## config.mk

```make
export PLATFORM = sky130hd
export DESIGN_NAME = ctsf_core
export DESIGN_NICKNAME = d
export VERILOG_FILES = /design/src/pkg/ctsf_pkg.sv /design/src/pkg/ctsf_sel_if.sv /design/src/rtl/ctsf_core.sv /design/src/rtl/ctsf_tx_select.sv
export SDC_FILE = /design/constraint.sdc
export NUM_CORES = 1
export LEC_CHECK = 0
export BUFFER_PORTS_ARGS = -buffer_cell sky130_fd_sc_hd__buf_2
export CAP_MARGIN = 20
export CORE_MARGIN = 4
export CORE_UTILIZATION = 58
export CTS_BUF_LIST = sky130_fd_sc_hd__clkbuf_8
export DETAILED_ROUTE_END_ITERATION = 10
export HOLD_SLACK_MARGIN = 0.03
export PLACE_DENSITY = 0.94
export REMOVE_ABC_BUFFERS = 1
export SLEW_MARGIN = 20
export SYNTH_ARGS = -nofsm -noshare
export SYNTH_HDL_FRONTEND = slang
export SYNTH_SLANG_ARGS = --single-unit
export TNS_END_PERCENT = 10
```

## constraint.sdc

```tcl
create_clock -name aclk -period 4.9 [get_ports aclk]
set_input_delay 0.735 -clock aclk [delete_from_list [all_inputs] [get_ports aclk]]
set_output_delay 0.735 -clock aclk [all_outputs]
set_load 0.01 [all_outputs]
```

## src/pkg/ctsf_pkg.sv

```systemverilog
package ctsf_pkg;
    localparam int NUM_TXB = 3;
    localparam int MSG_BYTES = 13;
    localparam int LOCAL_PRIORITY_W = 8;
    localparam int WARN_LIMIT = 96;
    localparam int PASSIVE_LIMIT = 127;
    localparam int BUSOFF_LIMIT = 255;
    localparam int CNT_W = 9;
    // Register byte addresses
    localparam logic [7:0] REG_TX_FLAG = 8'h00;
    localparam logic [7:0] REG_TX_CTRL = 8'h04;
    localparam logic [7:0] REG_RX_FLAG = 8'h08;
    localparam logic [7:0] REG_RX_EN = 8'h0c;
    localparam logic [7:0] REG_ACC_CTRL = 8'h10;
    localparam logic [7:0] REG_PATTERN = 8'h14;
    localparam logic [7:0] REG_MASK = 8'h18;
    localparam logic [7:0] REG_LOCAL_PRIORITY = 8'h1c;
    localparam logic [7:0] REG_SLEEP = 8'h20;
    // Receive flag register fields
    localparam int RF_WUP = 7;
    localparam int RF_RWRN = 6;
    localparam int RF_TWRN = 5;
    localparam int RF_RERR = 4;
    localparam int RF_TERR = 3;
    localparam int RF_BOFF = 2;
    localparam int RF_OVR = 1;
    localparam int RF_RXF = 0;
    localparam logic [7:0] RF_RESET = 8'h00;
    localparam logic [7:0] RX_EN_RESET = 8'h00;
    localparam logic [2:0] TXE_RESET = 3'h7;
    localparam logic [1:0] AXI_OKAY = 2'h0;
    localparam logic [1:0] AXI_SLVERR = 2'h2;
    typedef enum logic [1:0] {FM_SINGLE, FM_DUAL, FM_QUAD, FM_OFF} ctsf_fmode_t;
endpackage

```

## src/pkg/ctsf_sel_if.sv

```systemverilog
`timescale 1ns/1ns
interface ctsf_sel_if;
    import ctsf_pkg::*;
    logic [NUM_TXB-1:0] pending;
    logic [NUM_TXB*LOCAL_PRIORITY_W-1:0] local_priority;
    logic found;
    logic [1:0] winner;
    modport top (output pending, output local_priority, input found, input winner);
    modport sel (input pending, input local_priority, output found, output winner);
endinterface

```

## src/rtl/ctsf_core.sv

```systemverilog
`timescale 1ns/1ns
// How it works
// RL1: Three transmit buffers, each 13 bytes deep.
// RL2: Each buffer carries an 8-bit local priority.
// RL3: Software clears empty flag to schedule buffer.
// RL4: Sent buffer gets empty flag and interrupt.
// RL5: Smallest priority value wins arbitration.
// RL6: Selection reruns on every arbitration attempt.
// RL7: Abort granted only when buffer not transmitting.
// RL8: Abort acknowledge tells aborted from sent.
// RL9: Single mode matches 29 id bits plus RTR/IDE/SRR.
// RL10: Dual mode: 11 bits+RTR or 14 MSBs; code compares the upper and lower 16-bit halves of the id word.
// RL11: Quad mode compares first eight id bits; code gives each filter its own byte lane of the id word.
// RL12: Pattern defines bits; mask bit ignores bit.
// RL13: Copy to foreground and set full on hit.
// RL14: Two-bit hit index, lowest filter wins.
// RL15: Eleven maskable sources onto four requests.
// RL16: Transmit request while enabled empty buffer.
// RL17: Receive interrupt right after end of frame.
// RL18: Bus activity in sleep sets wakeup flag.
// RL19: Warning flags when error counter reaches 96.
// RL20: Passive flags when counter exceeds 127.
// RL21: Bus-off flag when transmit counter exceeds 255.
// RL22: Write 1 clears flag unless condition persists.
// RL23: Both receive buffers full: discard, set overrun.
// RL24: Own frames never reach foreground outside loop-back.
// RL25: Each request ORs enabled source flags.
module ctsf_core
    import ctsf_pkg::*;
(
    input wire logic aclk,
    input wire logic aresetn,
    input wire logic [7:0] s_axi_awaddr,
    input wire logic s_axi_awvalid,
    output logic s_axi_awready,
    input wire logic [31:0] s_axi_wdata,
    input wire logic [3:0] s_axi_wstrb,
    input wire logic s_axi_wvalid,
    output logic s_axi_wready,
    output logic [1:0] s_axi_bresp,
    output logic s_axi_bvalid,
    input wire logic s_axi_bready,
    input wire logic [7:0] s_axi_araddr,
    input wire logic s_axi_arvalid,
    output logic s_axi_arready,
    output logic [31:0] s_axi_rdata,
    output logic [1:0] s_axi_rresp,
    output logic s_axi_rvalid,
    input wire logic s_axi_rready,
    input wire logic tx_arb_start,
    output logic tx_req,
    output logic [1:0] tx_sel,
    input wire logic tx_done,
    input wire logic tx_active,
    input wire logic rx_eof,
    input wire logic [31:0] rx_id,
    input wire logic rx_own,
    input wire logic loopback,
    input wire logic sleep_mode,
    input wire logic bus_activity,
    input wire logic [CNT_W-1:0] rx_err_cnt,
    input wire logic [CNT_W-1:0] tx_err_cnt,
    output logic fg_load,
    output logic [1:0] hit_index,
    output logic irq_wakeup,
    output logic irq_error,
    output logic irq_rx,
    output logic irq_tx
);
    import ctsf_pkg::*;

    logic [NUM_TXB-1:0] txe_r;
    logic [NUM_TXB-1:0] abort_req_r;
    logic [NUM_TXB-1:0] abort_ack_r;
    logic [NUM_TXB-1:0] tx_en_r;
    logic [LOCAL_PRIORITY_W-1:0] local_priority_r [NUM_TXB];
    logic [7:0] rf_r;
    logic [7:0] rx_en_r;
    logic [1:0] fmode_r;
    logic [31:0] pattern_r;
    logic [31:0] mask_r;
    logic [1:0] hit_r;
    logic bg_full_r;
    logic [1:0] bg_hit_r;
    logic sched_valid_r;
    logic [1:0] sched_r;
    logic [7:0] aw_addr_r;
    logic aw_have_r;
    logic [31:0] w_data_r;
    logic [3:0] w_strb_r;
    logic w_have_r;
    logic bvalid_r;
    logic [1:0] bresp_r;
    logic rvalid_r;
    logic [31:0] rdata_r;
    logic [1:0] rresp_r;

    // Buffer memory is outside this block; only scheduling state lives here
    ctsf_sel_if sif ();
    ctsf_tx_select u_sel (.s(sif)); // RL5

    assign sif.pending = ~txe_r; // RL1 RL3
    assign sif.local_priority = {local_priority_r[2], local_priority_r[1], local_priority_r[0]}; // RL2

    // AXI write path: address and data taken in either order
    wire do_write = aw_have_r && w_have_r && !bvalid_r;
    assign s_axi_awready = !aw_have_r && !bvalid_r;
    assign s_axi_wready = !w_have_r && !bvalid_r;
    assign s_axi_bvalid = bvalid_r;
    assign s_axi_bresp = bresp_r;
    assign s_axi_arready = !rvalid_r;
    assign s_axi_rvalid = rvalid_r;
    assign s_axi_rdata = rdata_r;
    assign s_axi_rresp = rresp_r;

    wire wr_txf = do_write && aw_addr_r == REG_TX_FLAG && w_strb_r[0];
    wire wr_txc = do_write && aw_addr_r == REG_TX_CTRL && w_strb_r[0];
    wire wr_rf = do_write && aw_addr_r == REG_RX_FLAG && w_strb_r[0];
    wire wr_ren = do_write && aw_addr_r == REG_RX_EN && w_strb_r[0];
    wire wr_acc = do_write && aw_addr_r == REG_ACC_CTRL && w_strb_r[0];
    wire wr_pat = do_write && aw_addr_r == REG_PATTERN;
    wire wr_msk = do_write && aw_addr_r == REG_MASK;
    wire wr_pri = do_write && aw_addr_r == REG_LOCAL_PRIORITY;
    wire wr_known = aw_addr_r inside {REG_TX_FLAG, REG_TX_CTRL, REG_RX_FLAG, REG_RX_EN,
        REG_ACC_CTRL, REG_PATTERN, REG_MASK, REG_LOCAL_PRIORITY};
    wire rd_go = s_axi_arvalid && !rvalid_r;

    // Acceptance filter
    wire [31:0] id_eq = ~(rx_id ^ pattern_r) | mask_r; // RL12
    wire single_hit = &id_eq; // RL9
    logic [3:0] sec_hit;
    genvar g;
    generate
        for (g = 0; g < 4; g++) begin : g_sec
            // Quad sections each look at one byte lane of the id word
            assign sec_hit[g] = &id_eq[8*g +: 8]; // RL11
        end
    endgenerate
    // Dual: filter 0 compares the upper 16 bits of the id word, filter 1 the lower 16
    wire [1:0] dual_hit = {&id_eq[15:0], &id_eq[31:16]}; // RL10
    logic any_hit;
    logic [1:0] hit_nxt;
    always_comb begin
        any_hit = 1'b0;
        hit_nxt = 2'd0;
        unique case (ctsf_fmode_t'(fmode_r))
            FM_SINGLE: begin
                any_hit = single_hit;
            end
            FM_DUAL: begin
                any_hit = |dual_hit;
                hit_nxt = dual_hit[0] ? 2'd0 : 2'd1; // RL14
            end
            FM_QUAD: begin
                any_hit = |sec_hit;
                hit_nxt = sec_hit[3] ? 2'd0 : sec_hit[2] ? 2'd1 : sec_hit[1] ? 2'd2 : 2'd3; // RL14
            end
            FM_OFF: begin
                any_hit = 1'b0;
            end
        endcase
    end

    // Receive path
    wire rx_take = rx_eof && (!rx_own || loopback); // RL24
    wire both_full = rf_r[RF_RXF] && bg_full_r;
    wire rx_overrun = rx_eof && both_full; // RL23
    // A hit while the background still waits must not overtake it
    wire load_fg = rx_take && any_hit && !rf_r[RF_RXF] && !bg_full_r; // RL13 RL17
    wire bg_stays = rx_take && any_hit && (rf_r[RF_RXF] || bg_full_r) && !both_full;
    wire bg_drain = bg_full_r && !rf_r[RF_RXF];
    assign fg_load = load_fg || bg_drain;

    // Receive flag conditions; while true the flag cannot be cleared
    logic [7:0] rf_cond;
    always_comb begin
        rf_cond = 8'h00;
        rf_cond[RF_WUP] = sleep_mode && bus_activity; // RL18
        rf_cond[RF_RWRN] = rx_err_cnt >= CNT_W'(WARN_LIMIT); // RL19
        rf_cond[RF_TWRN] = tx_err_cnt >= CNT_W'(WARN_LIMIT); // RL19
        rf_cond[RF_RERR] = rx_err_cnt > CNT_W'(PASSIVE_LIMIT); // RL20
        rf_cond[RF_TERR] = tx_err_cnt > CNT_W'(PASSIVE_LIMIT); // RL20
        rf_cond[RF_BOFF] = tx_err_cnt > CNT_W'(BUSOFF_LIMIT); // RL21
        rf_cond[RF_OVR] = rx_overrun; // RL23
        rf_cond[RF_RXF] = fg_load; // RL13
    end
    wire [7:0] rf_clr = wr_rf ? w_data_r[7:0] : 8'h00;
    // Set wins over clear; clear ignored while condition holds
    wire [7:0] rf_nxt = (rf_r & ~rf_clr) | rf_cond; // RL22

    // Transmit side
    wire [NUM_TXB-1:0] txe_clr = wr_txf ? w_data_r[NUM_TXB-1:0] : '0;
    logic [NUM_TXB-1:0] done_vec;
    logic [NUM_TXB-1:0] abort_ok;
    generate
        for (g = 0; g < NUM_TXB; g++) begin : g_tx
            assign done_vec[g] = tx_done && sched_valid_r && sched_r == 2'(g); // RL4
            // Buffer on the wire cannot be aborted
            assign abort_ok[g] = abort_req_r[g] && !txe_r[g] &&
                !(tx_active && sched_valid_r && sched_r == 2'(g)); // RL7
        end
    endgenerate
    wire [NUM_TXB-1:0] txe_set = done_vec | abort_ok;
    wire [NUM_TXB-1:0] txe_nxt = (txe_r | txe_set) & ~(txe_clr & ~txe_set); // RL3 RL4
    wire [NUM_TXB-1:0] ack_nxt = (abort_ack_r & ~txe_clr) & ~done_vec | abort_ok; // RL8
    wire [NUM_TXB-1:0] areq_set = wr_txc ? w_data_r[NUM_TXB-1:0] : '0;
    wire [NUM_TXB-1:0] areq_nxt = (abort_req_r | areq_set) & ~txe_nxt;

    assign tx_req = sched_valid_r && !txe_r[sched_r];
    assign tx_sel = sched_r;

    // Interrupt requests
    assign irq_tx = |(txe_r & tx_en_r); // RL16 RL25 RL15
    assign irq_rx = rf_r[RF_RXF] && rx_en_r[RF_RXF]; // RL25 RL15
    assign irq_wakeup = rf_r[RF_WUP] && rx_en_r[RF_WUP]; // RL25 RL15
    assign irq_error = |(rf_r[6:1] & rx_en_r[6:1]); // RL25 RL15
    assign hit_index = hit_r;

    logic [31:0] rd_mux;
    always_comb begin
        rd_mux = 32'h0;
        unique case (s_axi_araddr)
            REG_TX_FLAG: rd_mux = {25'h0, tx_en_r, 1'b0, txe_r};
            REG_TX_CTRL: rd_mux = {25'h0, abort_ack_r, 1'b0, abort_req_r};
            REG_RX_FLAG: rd_mux = {24'h0, rf_r};
            REG_RX_EN: rd_mux = {24'h0, rx_en_r};
            REG_ACC_CTRL: rd_mux = {26'h0, hit_r, 2'h0, fmode_r};
            REG_PATTERN: rd_mux = pattern_r;
            REG_MASK: rd_mux = mask_r;
            REG_LOCAL_PRIORITY: rd_mux = {8'h0, local_priority_r[2], local_priority_r[1], local_priority_r[0]};
            default: rd_mux = 32'h0;
        endcase
    end
    wire rd_known = s_axi_araddr inside {REG_TX_FLAG, REG_TX_CTRL, REG_RX_FLAG, REG_RX_EN,
        REG_ACC_CTRL, REG_PATTERN, REG_MASK, REG_LOCAL_PRIORITY};

    always_ff @(posedge aclk) begin
        if (!aresetn) begin
            aw_have_r <= 1'b0;
            w_have_r <= 1'b0;
            aw_addr_r <= 8'h00;
            w_data_r <= 32'h0;
            w_strb_r <= 4'h0;
            bvalid_r <= 1'b0;
            bresp_r <= AXI_OKAY;
        end else begin
            if (s_axi_awvalid && s_axi_awready) begin
                aw_have_r <= 1'b1;
                aw_addr_r <= s_axi_awaddr;
            end
            if (s_axi_wvalid && s_axi_wready) begin
                w_have_r <= 1'b1;
                w_data_r <= s_axi_wdata;
                w_strb_r <= s_axi_wstrb;
            end
            if (do_write) begin
                aw_have_r <= 1'b0;
                w_have_r <= 1'b0;
                bvalid_r <= 1'b1;
                bresp_r <= wr_known ? AXI_OKAY : AXI_SLVERR;
            end else if (s_axi_bready) begin
                bvalid_r <= 1'b0;
            end
        end
    end

    always_ff @(posedge aclk) begin
        if (!aresetn) begin
            rvalid_r <= 1'b0;
            rdata_r <= 32'h0;
            rresp_r <= AXI_OKAY;
        end else if (rd_go) begin
            rvalid_r <= 1'b1;
            rdata_r <= rd_mux;
            rresp_r <= rd_known ? AXI_OKAY : AXI_SLVERR;
        end else if (s_axi_rready) begin
            rvalid_r <= 1'b0;
        end
    end

    always_ff @(posedge aclk) begin
        if (!aresetn) begin
            txe_r <= TXE_RESET;
            abort_req_r <= '0;
            abort_ack_r <= '0;
            tx_en_r <= '0;
            rf_r <= RF_RESET;
            rx_en_r <= RX_EN_RESET;
            fmode_r <= 2'h0;
            pattern_r <= 32'h0;
            mask_r <= 32'h0;
            hit_r <= 2'h0;
            bg_hit_r <= 2'h0;
            bg_full_r <= 1'b0;
            sched_valid_r <= 1'b0;
            sched_r <= 2'h0;
            for (int i = 0; i < NUM_TXB; i++) begin
                local_priority_r[i] <= '0;
            end
        end else begin
            txe_r <= txe_nxt;
            abort_ack_r <= ack_nxt;
            abort_req_r <= areq_nxt;
            rf_r <= rf_nxt;
            if (wr_txf) tx_en_r <= w_data_r[6:4];
            if (wr_ren) rx_en_r <= w_data_r[7:0];
            // Filter setup is software's job to keep stable while on-line
            if (wr_acc) fmode_r <= w_data_r[1:0];
            if (wr_pat) pattern_r <= w_data_r;
            if (wr_msk) mask_r <= w_data_r;
            if (wr_pri) begin
                for (int i = 0; i < NUM_TXB; i++) begin
                    local_priority_r[i] <= w_data_r[LOCAL_PRIORITY_W*i +: LOCAL_PRIORITY_W]; // RL2
                end
            end
            if (load_fg) hit_r <= hit_nxt; // RL14
            else if (bg_drain) hit_r <= bg_hit_r; // RL14
            if (bg_stays) begin
                bg_full_r <= 1'b1;
                bg_hit_r <= hit_nxt; // RL14
            end else if (bg_drain) begin
                bg_full_r <= 1'b0;
            end
            if (tx_arb_start) begin
                sched_valid_r <= sif.found; // RL6
                sched_r <= sif.winner; // RL5 RL6
            end else if (tx_done || (sched_valid_r && txe_nxt[sched_r] && !tx_active)) begin
                sched_valid_r <= 1'b0;
            end
        end
    end

    txe_set_a: assert property (@(posedge aclk) disable iff (!aresetn) // RL4
        tx_done && sched_valid_r |=> txe_r[$past(sched_r)])
        else $error("txe not set after transmit");
    ack_clear_a: assert property (@(posedge aclk) disable iff (!aresetn) // RL8
        tx_done && sched_valid_r && !abort_ok[sched_r] |=> !abort_ack_r[$past(sched_r)])
        else $error("ack set on sent buffer");
    abort_busy_a: assert property (@(posedge aclk) disable iff (!aresetn) // RL7
        tx_active && sched_valid_r && !tx_done && !abort_ack_r[sched_r] |=> !abort_ack_r[$past(sched_r)])
        else $error("abort granted while on wire");
    sel_local_priority_a: assert property (@(posedge aclk) disable iff (!aresetn) // RL5
        tx_arb_start && !txe_r[0] && !txe_r[1] && local_priority_r[1] < local_priority_r[0] |=> sched_r != 2'd0)
        else $error("wrong priority winner");
    own_frame_a: assert property (@(posedge aclk) disable iff (!aresetn) // RL24
        rx_eof && rx_own && !loopback && !rf_r[RF_RXF] && !bg_full_r |=> !rf_r[RF_RXF])
        else $error("own frame accepted");
    ovr_set_a: assert property (@(posedge aclk) disable iff (!aresetn) // RL23
        rx_eof && rf_r[RF_RXF] && bg_full_r |=> rf_r[RF_OVR] && $stable(hit_r))
        else $error("overrun not flagged");
    clr_hold_a: assert property (@(posedge aclk) disable iff (!aresetn) // RL21 RL22
        rf_cond[RF_BOFF] |=> rf_r[RF_BOFF])
        else $error("bus off flag lost");
    warn_set_a: assert property (@(posedge aclk) disable iff (!aresetn) // RL19
        rx_err_cnt == CNT_W'(WARN_LIMIT) |=> rf_r[RF_RWRN])
        else $error("warning flag missing");
    rx_irq_a: assert property (@(posedge aclk) disable iff (!aresetn) // RL17 RL13
        load_fg && rx_en_r[RF_RXF] && !wr_ren |=> irq_rx)
        else $error("receive irq late");
    tx_irq_a: assert property (@(posedge aclk) disable iff (!aresetn) // RL16
        |(txe_set & tx_en_r) && !wr_txf |=> irq_tx)
        else $error("tx irq missing after release");
    cov_abort_c: cover property (@(posedge aclk) disable iff (!aresetn) |abort_ok);
    cov_ovr_c: cover property (@(posedge aclk) disable iff (!aresetn) rx_overrun);
    cov_quad_c: cover property (@(posedge aclk) disable iff (!aresetn)
        load_fg && fmode_r == 2'd2 && hit_nxt == 2'd3);
    cov_send_c: cover property (@(posedge aclk) disable iff (!aresetn) tx_done && sched_valid_r);
endmodule // ctsf_core

```

## src/rtl/ctsf_tx_select.sv

```systemverilog
`timescale 1ns/1ns
module ctsf_tx_select
    import ctsf_pkg::*;
(
    ctsf_sel_if.sel s
);
    logic [LOCAL_PRIORITY_W-1:0] p0;
    logic [LOCAL_PRIORITY_W-1:0] p1;
    logic [LOCAL_PRIORITY_W-1:0] p2;
    logic w01;
    logic [LOCAL_PRIORITY_W-1:0] p01;
    logic [1:0] i01;
    logic v01;
    assign p0 = s.local_priority[LOCAL_PRIORITY_W-1:0];
    assign p1 = s.local_priority[2*LOCAL_PRIORITY_W-1:LOCAL_PRIORITY_W];
    assign p2 = s.local_priority[3*LOCAL_PRIORITY_W-1:2*LOCAL_PRIORITY_W];
    // Ties go to the lower buffer index
    assign w01 = s.pending[0] && (!s.pending[1] || p0 <= p1); // RL5
    assign v01 = s.pending[0] || s.pending[1];
    assign p01 = w01 ? p0 : p1;
    assign i01 = w01 ? 2'd0 : 2'd1;
    assign s.found = v01 || s.pending[2];
    assign s.winner = (v01 && (!s.pending[2] || p01 <= p2)) ? i01 : 2'd2; // RL5
endmodule // ctsf_tx_select

```

Word level (Yosys, flattened, before mapping)
Memory sizes are Yosys's and may differ from the RTL's.
Cells that the tools add are included.

storage, ports and cells
  bits in registers = 183
  memory bits (writable) = 24
  input bits = 117
  output and inout port bits = 51
  logic and storage cells = 215
  memories = 1

memory list
  name              words  bits a word  read ports  clocked after memory_dff  write ports  line             source
  local_priority_r  3      8            3           0                         3            ctsf_core.sv:76  logic [LOCAL_PRIORITY_W-1:0] local_priority_r [NUM_TXB];

operators by class
  order comparisons = 8
  equality and inequality tests = 19
  multiplexer cells = 36
  bitwise gates (word level) = 27
  reduce and logical (&&, ||, !) cells = 100

operators by type and width
  kind                                                                             count
  32-bit one-hot mux with 8 select lines                                           1
  8-bit by 5-bit == test with 1-bit output, second input constant                  8
  1-bit logical AND                                                                51
  8-bit two-way mux                                                                5
  8-bit by 4-bit == test with 1-bit output, second input constant                  4
  32-bit inverter                                                                  1
  32-bit bitwise OR                                                                1
  16-bit AND reduction                                                             2
  32-bit AND reduction                                                             1
  8-bit AND reduction                                                              4
  32-bit XOR                                                                       1
  3-bit AND                                                                        6
  9-bit by 7-bit >= comparator with 1-bit output, second input constant            2
  9-bit by 7-bit greater-than comparator with 1-bit output, second input constant  2
  1-bit zero test                                                                  18
  3-bit inverter                                                                   6
  1-bit two-way mux                                                                17
  8-bit by 3-bit == test with 1-bit output, second input constant                  2
  8-bit less-or-equal comparator                                                   2
  8-bit zero test                                                                  2
  8-bit nonzero test                                                               2
  2-bit two-way mux                                                                7
  3-bit bitwise OR                                                                 4
  2-bit nonzero test                                                               5
  other kinds (20)                                                                 36

Longest topological paths before layout
  depth after elaboration = 16
  mapped depth = 20
  depth with buffers taken out = 19

By module
Synthesis repeated with hierarchy kept, for this count alone.

second synthesis, totals
  cells, all modules = 1187
  area, all modules = 9701.8 µm²

modules (own cells, without submodules)
  module          instances  cells an instance  area each (µm²)  seq. area each (µm²)
  ctsf_core       1          1073               8944.8           4344.2
  ctsf_tx_select  1          114                757.0            0.0

Worst setup path after synthesis
Ideal clock, no wire load.

  kind = reg-to-reg
  from = mem local_priority_r[0][1]
  to = reg sched_r[0] (netlist: tx_sel[0])
  setup time = 0.070 ns
  arrival = 3.496 ns
  data required time = 4.830 ns
  path slack = 1.333 ns
  stages on the path, launching flop included = 19
  path buffers = 1
  period minus slack after synthesis = 3.567 ns
  path through = edfxtp_1 ha_1 nor2b_1 o21a_1 o21a_1 o21ai_0 a21oi_1 o41ai_2 clkbuf_1 o21ai_0 ha_1 nor2b_1 o21ai_0 nand2b_1 a21oi_1 o21a_1 o21ai_0 a211o_1 a21oi_1

RTL lines
  item                  line              source
  from (decl)           ctsf_core.sv:76
  to (signal assigned)  ctsf_core.sv:326  sched_r <= sif.winner;
  to (decl)             ctsf_core.sv:86   logic [1:0] sched_r;

Worst setup path in the final report
  from = reg pattern_r[30]
  to = out fg_load

on the way
  cells in the longest elaborated chain, start to end = 10
  elaborated cells between the ends (all ways) = 13
  classes of those cells = 1 x mux; 3 x bitwise; 9 x reduce/logical

ends and longest elaborated chain
  item                                                         line                                source
  from (decl)                                                  ctsf_core.sv:80                     logic [31:0] pattern_r;
  from (signal assigned)                                       ctsf_core.sv:309                    if (wr_pat) pattern_r <= w_data_r;
  32-bit XOR *                                                 ctsf_core.sv:129                    wire [31:0] id_eq = ~(rx_id ^ pattern_r) | mask_r;
  32-bit inverter *                                            ctsf_core.sv:129
  32-bit bitwise OR *                                          ctsf_core.sv:129
  8-bit AND reduction or 16-bit AND reduction (tied branches)  ctsf_core.sv:136, ctsf_core.sv:140
  4-bit OR reduction or 2-bit OR reduction (tied branches)     ctsf_core.sv:155, ctsf_core.sv:151
  1-bit one-hot mux with 4 select lines *                      ctsf_core.sv:146                    unique case (ctsf_fmode_t'(fmode_r))
  1-bit logical AND * (3 in series)                            ctsf_core.sv:169                    wire load_fg = rx_take && any_hit && !rf_r[RF_RXF] && !bg_full_r;
  1-bit logical OR *                                           ctsf_core.sv:172                    assign fg_load = load_fg || bg_drain;
  to (decl)                                                    ctsf_core.sv:63                     output logic fg_load,

Mark *: on every way between the ends. The rest lies on a longest branch, timed or not.

==> results.py <==
metrics = {
    "status": {
        "outcome": "completed",
    },
    "placement": {
        "dp_cells": 1468,
        "post-place-ws_ps": 1180,
        "port_bufs": 152,
        "postPlaceCellArea_um2": 10300,
        "place_hpwl_um": 18100,
        "place_congestion": 0.940,
    },
    "sta": {
        "timing.clock.skew_ps": 23.3,
        "worst-slew-pin-transition_ps": 1010,
        "worst_hold_slack_ps": 391,
        "finalCritPeriodShare": 0.768,
        "timing.final.crit_period_ps": 3760,
        "finalSetupTns_ps": 0,
        "timing.final.max_slew_violations": 0,
        "rsz0062_at_grt": "false",
        "timing.final.hold_violations": 0,
        "max_freq_mhz": 266,
        "max_slew_margin": 0.323,
        "final_critical_path_setup_slack_ps": 1140,
        "setup-violations-final": 0,
    },
    "finish": {
        "layout.core_utilization": 0.690,
        "final_layout_size_suffix_gt1_frac": 0.180,
        "insertedDiodeCount": 0,
        "finish.instance_area_um2": 11000,
        "fin_nets": 1424,
        "commonest_cells_after_routing_fill_and_taps_aside": "nand2_1, a21oi_1, dfxtp_1",
        "mostFrequentLayoutCell": "nand2_1",
        "final_cell_count_no_fill": 1529,
        "area_growth_pct": 16.3,
    },
    "clock_tree": {
        "htree_num_levels": 2,
        "cts_buffers": 34,
        "clkSlewWorstSetupHoldPaths_ps": 60,
        "clk-insertion-delay-late_ps": 530,
        "tritoncts": "yes",
        "post_cts.resized_instances": 0,
        "clock_tree.buffer_depth": 3,
        "cts.repair_timing.setup_buffer_count": 0,
        "clk_sink_count": 205,
        "master_cell_of_the_clock_root_buffer": "clkbuf_8",
        "ctsHoldBuffers": 0,
    },
    "floorplanning": {
        "rows": 46,
        "die-area_um2": 18300,
        "die_h_um": 135,
        "fp.dieW_um": 135,
        "coreArea_um2": 15900,
        "top_level_ports": 168,
        "floorplan.initialDensity": 0.593,
    },
    "critical_path": {
        "end_kind": "primary output",
        "startpoint": "pattern_r[30]",
        "cp_data_required_time_ps": 4160,
        "worst-path-max-fanout": 5,
        "ff2ff_setup_slack_ps": 1140,
        "setup.worst_path.start_class": "register",
        "timing.setup.critical_path_class": "reg -> out",
        "timing.rr.start": "local_priority_r[0][1]",
        "arrival_ps": 3030,
    },
    "logic_synthesis": {
        "dominantRegCellSynth": "dfxtp_1",
        "synth_enable_flop_cells": 24,
        "synth-warning-count": 0,
        "sequential_cell_area_fraction_in_the_yosys_report": 0.461,
        "synthesis.area_um2": 9420,
        "yosysUniqueCellTypes": 60,
        "syn-instance-count": 1155,
        "postSynthRegisterBits": 205,
        "async_flop_share": 0,
        "synth_area_per_cell_um2": 8.16,
    },
    "global_route": {
        "antenna_found_initial": 0,
        "track_usage": 0.293,
        "grt_remaining_overflow": 0,
        "grt_start_max_net_pins": 84,
        "grt_pass1_wl_um": 43400,
        "via_count_of_the_first_global_routing_pass": 8929,
    },
    "detailed_routing": {
        "drt_iter0_drc": 973,
        "drt_drc_violations_left": 0,
        "ant_nets": 0,
        "dr_total_vias": 9075,
        "vias_per_cell": 5.94,
        "drt_pre_antenna_iters": 9,
        "routed_wire_length_per_instance_um": 17.7,
        "postRouteWirelength_um": 27100,
    },
    "pwr": {
        "internal_power_mw": 2.62,
        "ir_worst_vdd_mv": 0.207,
        "pwr_density_cell_nw_per_um2": 321,
        "switchingPower_mw": 0.898,
        "post-layout-total-power_mw": 3.52,
        "pwr-share-clk": 0.415,
        "swShare": 0.255,
        "pwr-share-seq": 0.505,
        "combinationalPowerShare": 0.079,
        "leakagePower_nw": 4.33,
    },
    "min_path": {
        "min_path_type": "in -> reg",
        "min_from": "s_axi_rready",
    },
    "job": {
        "maxCapViolations": 0,
    },
}
==> Yosys cell counts, types with 5 or more instances <==
library cell,n,area share
nor2_1,103,0.041
a21oi_1,183,0.097
clkbuf_1,61,0.024
a211oi_1,8,0.0064
o22ai_1,16,0.011
inv_1,31,0.012
ha_1,19,0.025
nor2b_1,6,0.0040
nor4_1,5,0.0033
xnor2_1,32,0.030
nand3_1,14,0.0074
nor3_1,25,0.013
and2_1,30,0.020
edfxtp_1,24,0.077
nand2_1,268,0.11
dfxtp_1,181,0.38
nand2b_1,5,0.0033
mux4_2,6,0.014
mux2i_1,34,0.036
o21ai_0,22,0.012
a22oi_1,13,0.010
==> worst paths after layout <==
kind | end | depth (start not counted)
worst max-delay path | fg_load | 8
worst min-delay path | s_axi_rvalid | 2
worst max register to register | tx_sel[0] | 17
worst min register to register | aw_addr_r[1] | 2
==> logic make-up after synthesis <==
group	after synthesis	synth area share
other	1	0.000398
buffers and inverters	103	0.0433
adder cells (fa/ha/maj)	20	0.0263
flip-flops	205	0.461
AND/OR/NAND/NOR	474	0.216
XOR/XNOR	33	0.0307
AO/OA/AOI/OAI	275	0.167
multiplexers	44	0.0553
==> power by group through the flow <==
| stage | registers (mW) | clock network, mW | logic, mW |
|---|---|---|---|
| 3_3_place_gp | 1.81 | 0 | 0.265 |
| 4_1_cts | 1.78 | 1.47 | 0.276 |
| 6_report | 1.78 | 1.46 | 0.280 |
| 3_5_place_dp | 1.81 | 0 | 0.274 |
| 2_1_floorplan | 1.80 | 0 | 0.151 |
| 5_1_grt | 1.78 | 1.56 | 0.307 |
==> final cells by class <==
type | instances | area (um^2)
fillers | 1200 | 4930
multi-input cells | 848 | 4690
flip-flops and latches | 205 | 4340
repair buffers | 167 | 873
clock buffers | 39 | 537
well taps | 216 | 270
clock inverters | 22 | 123
inverters | 32 | 123
==> routing by layer <==
metal / vias up / part of all wire / track usage / wire [um]
li1: 4224 / - / - / -
met1: 4206 / 0.39 / 0.363 / 10500
met2: 540 / 0.47 / 0.481 / 12800
met3: 105 / 0.10 / 0.0680 / 2720
met4: 0 / 0.039 / 0.141 / 1050
met5: - / 0 / 0 / 0
==> sequential cells by signal, summed over array words and instances (netlist names), 2 cells and up <==
name / cells
bg_hit_r: 2
tx_sel: 2
tx_en_r: 3
w_data_r: 32
local_priority_r: 24
abort_ack_r: 3
s_axi_rdata: 32
mask_r: 32
rf_r: 8
txe_r: 3
fmode_r: 2
pattern_r: 32
abort_req_r: 3
aw_addr_r: 8
hit_index: 2
rx_en_r: 8
==> critical path: stages, from the launching register on <==
cell and delay (ps):
dfxtp_1 340, xnor2_1 250, o22ai_1 170, nor4_2 720, nand4_1 200, a21oi_1 290, nand2_1 190, a21oi_1 200
buf_2 150
(Power assumes the default switching activity.)
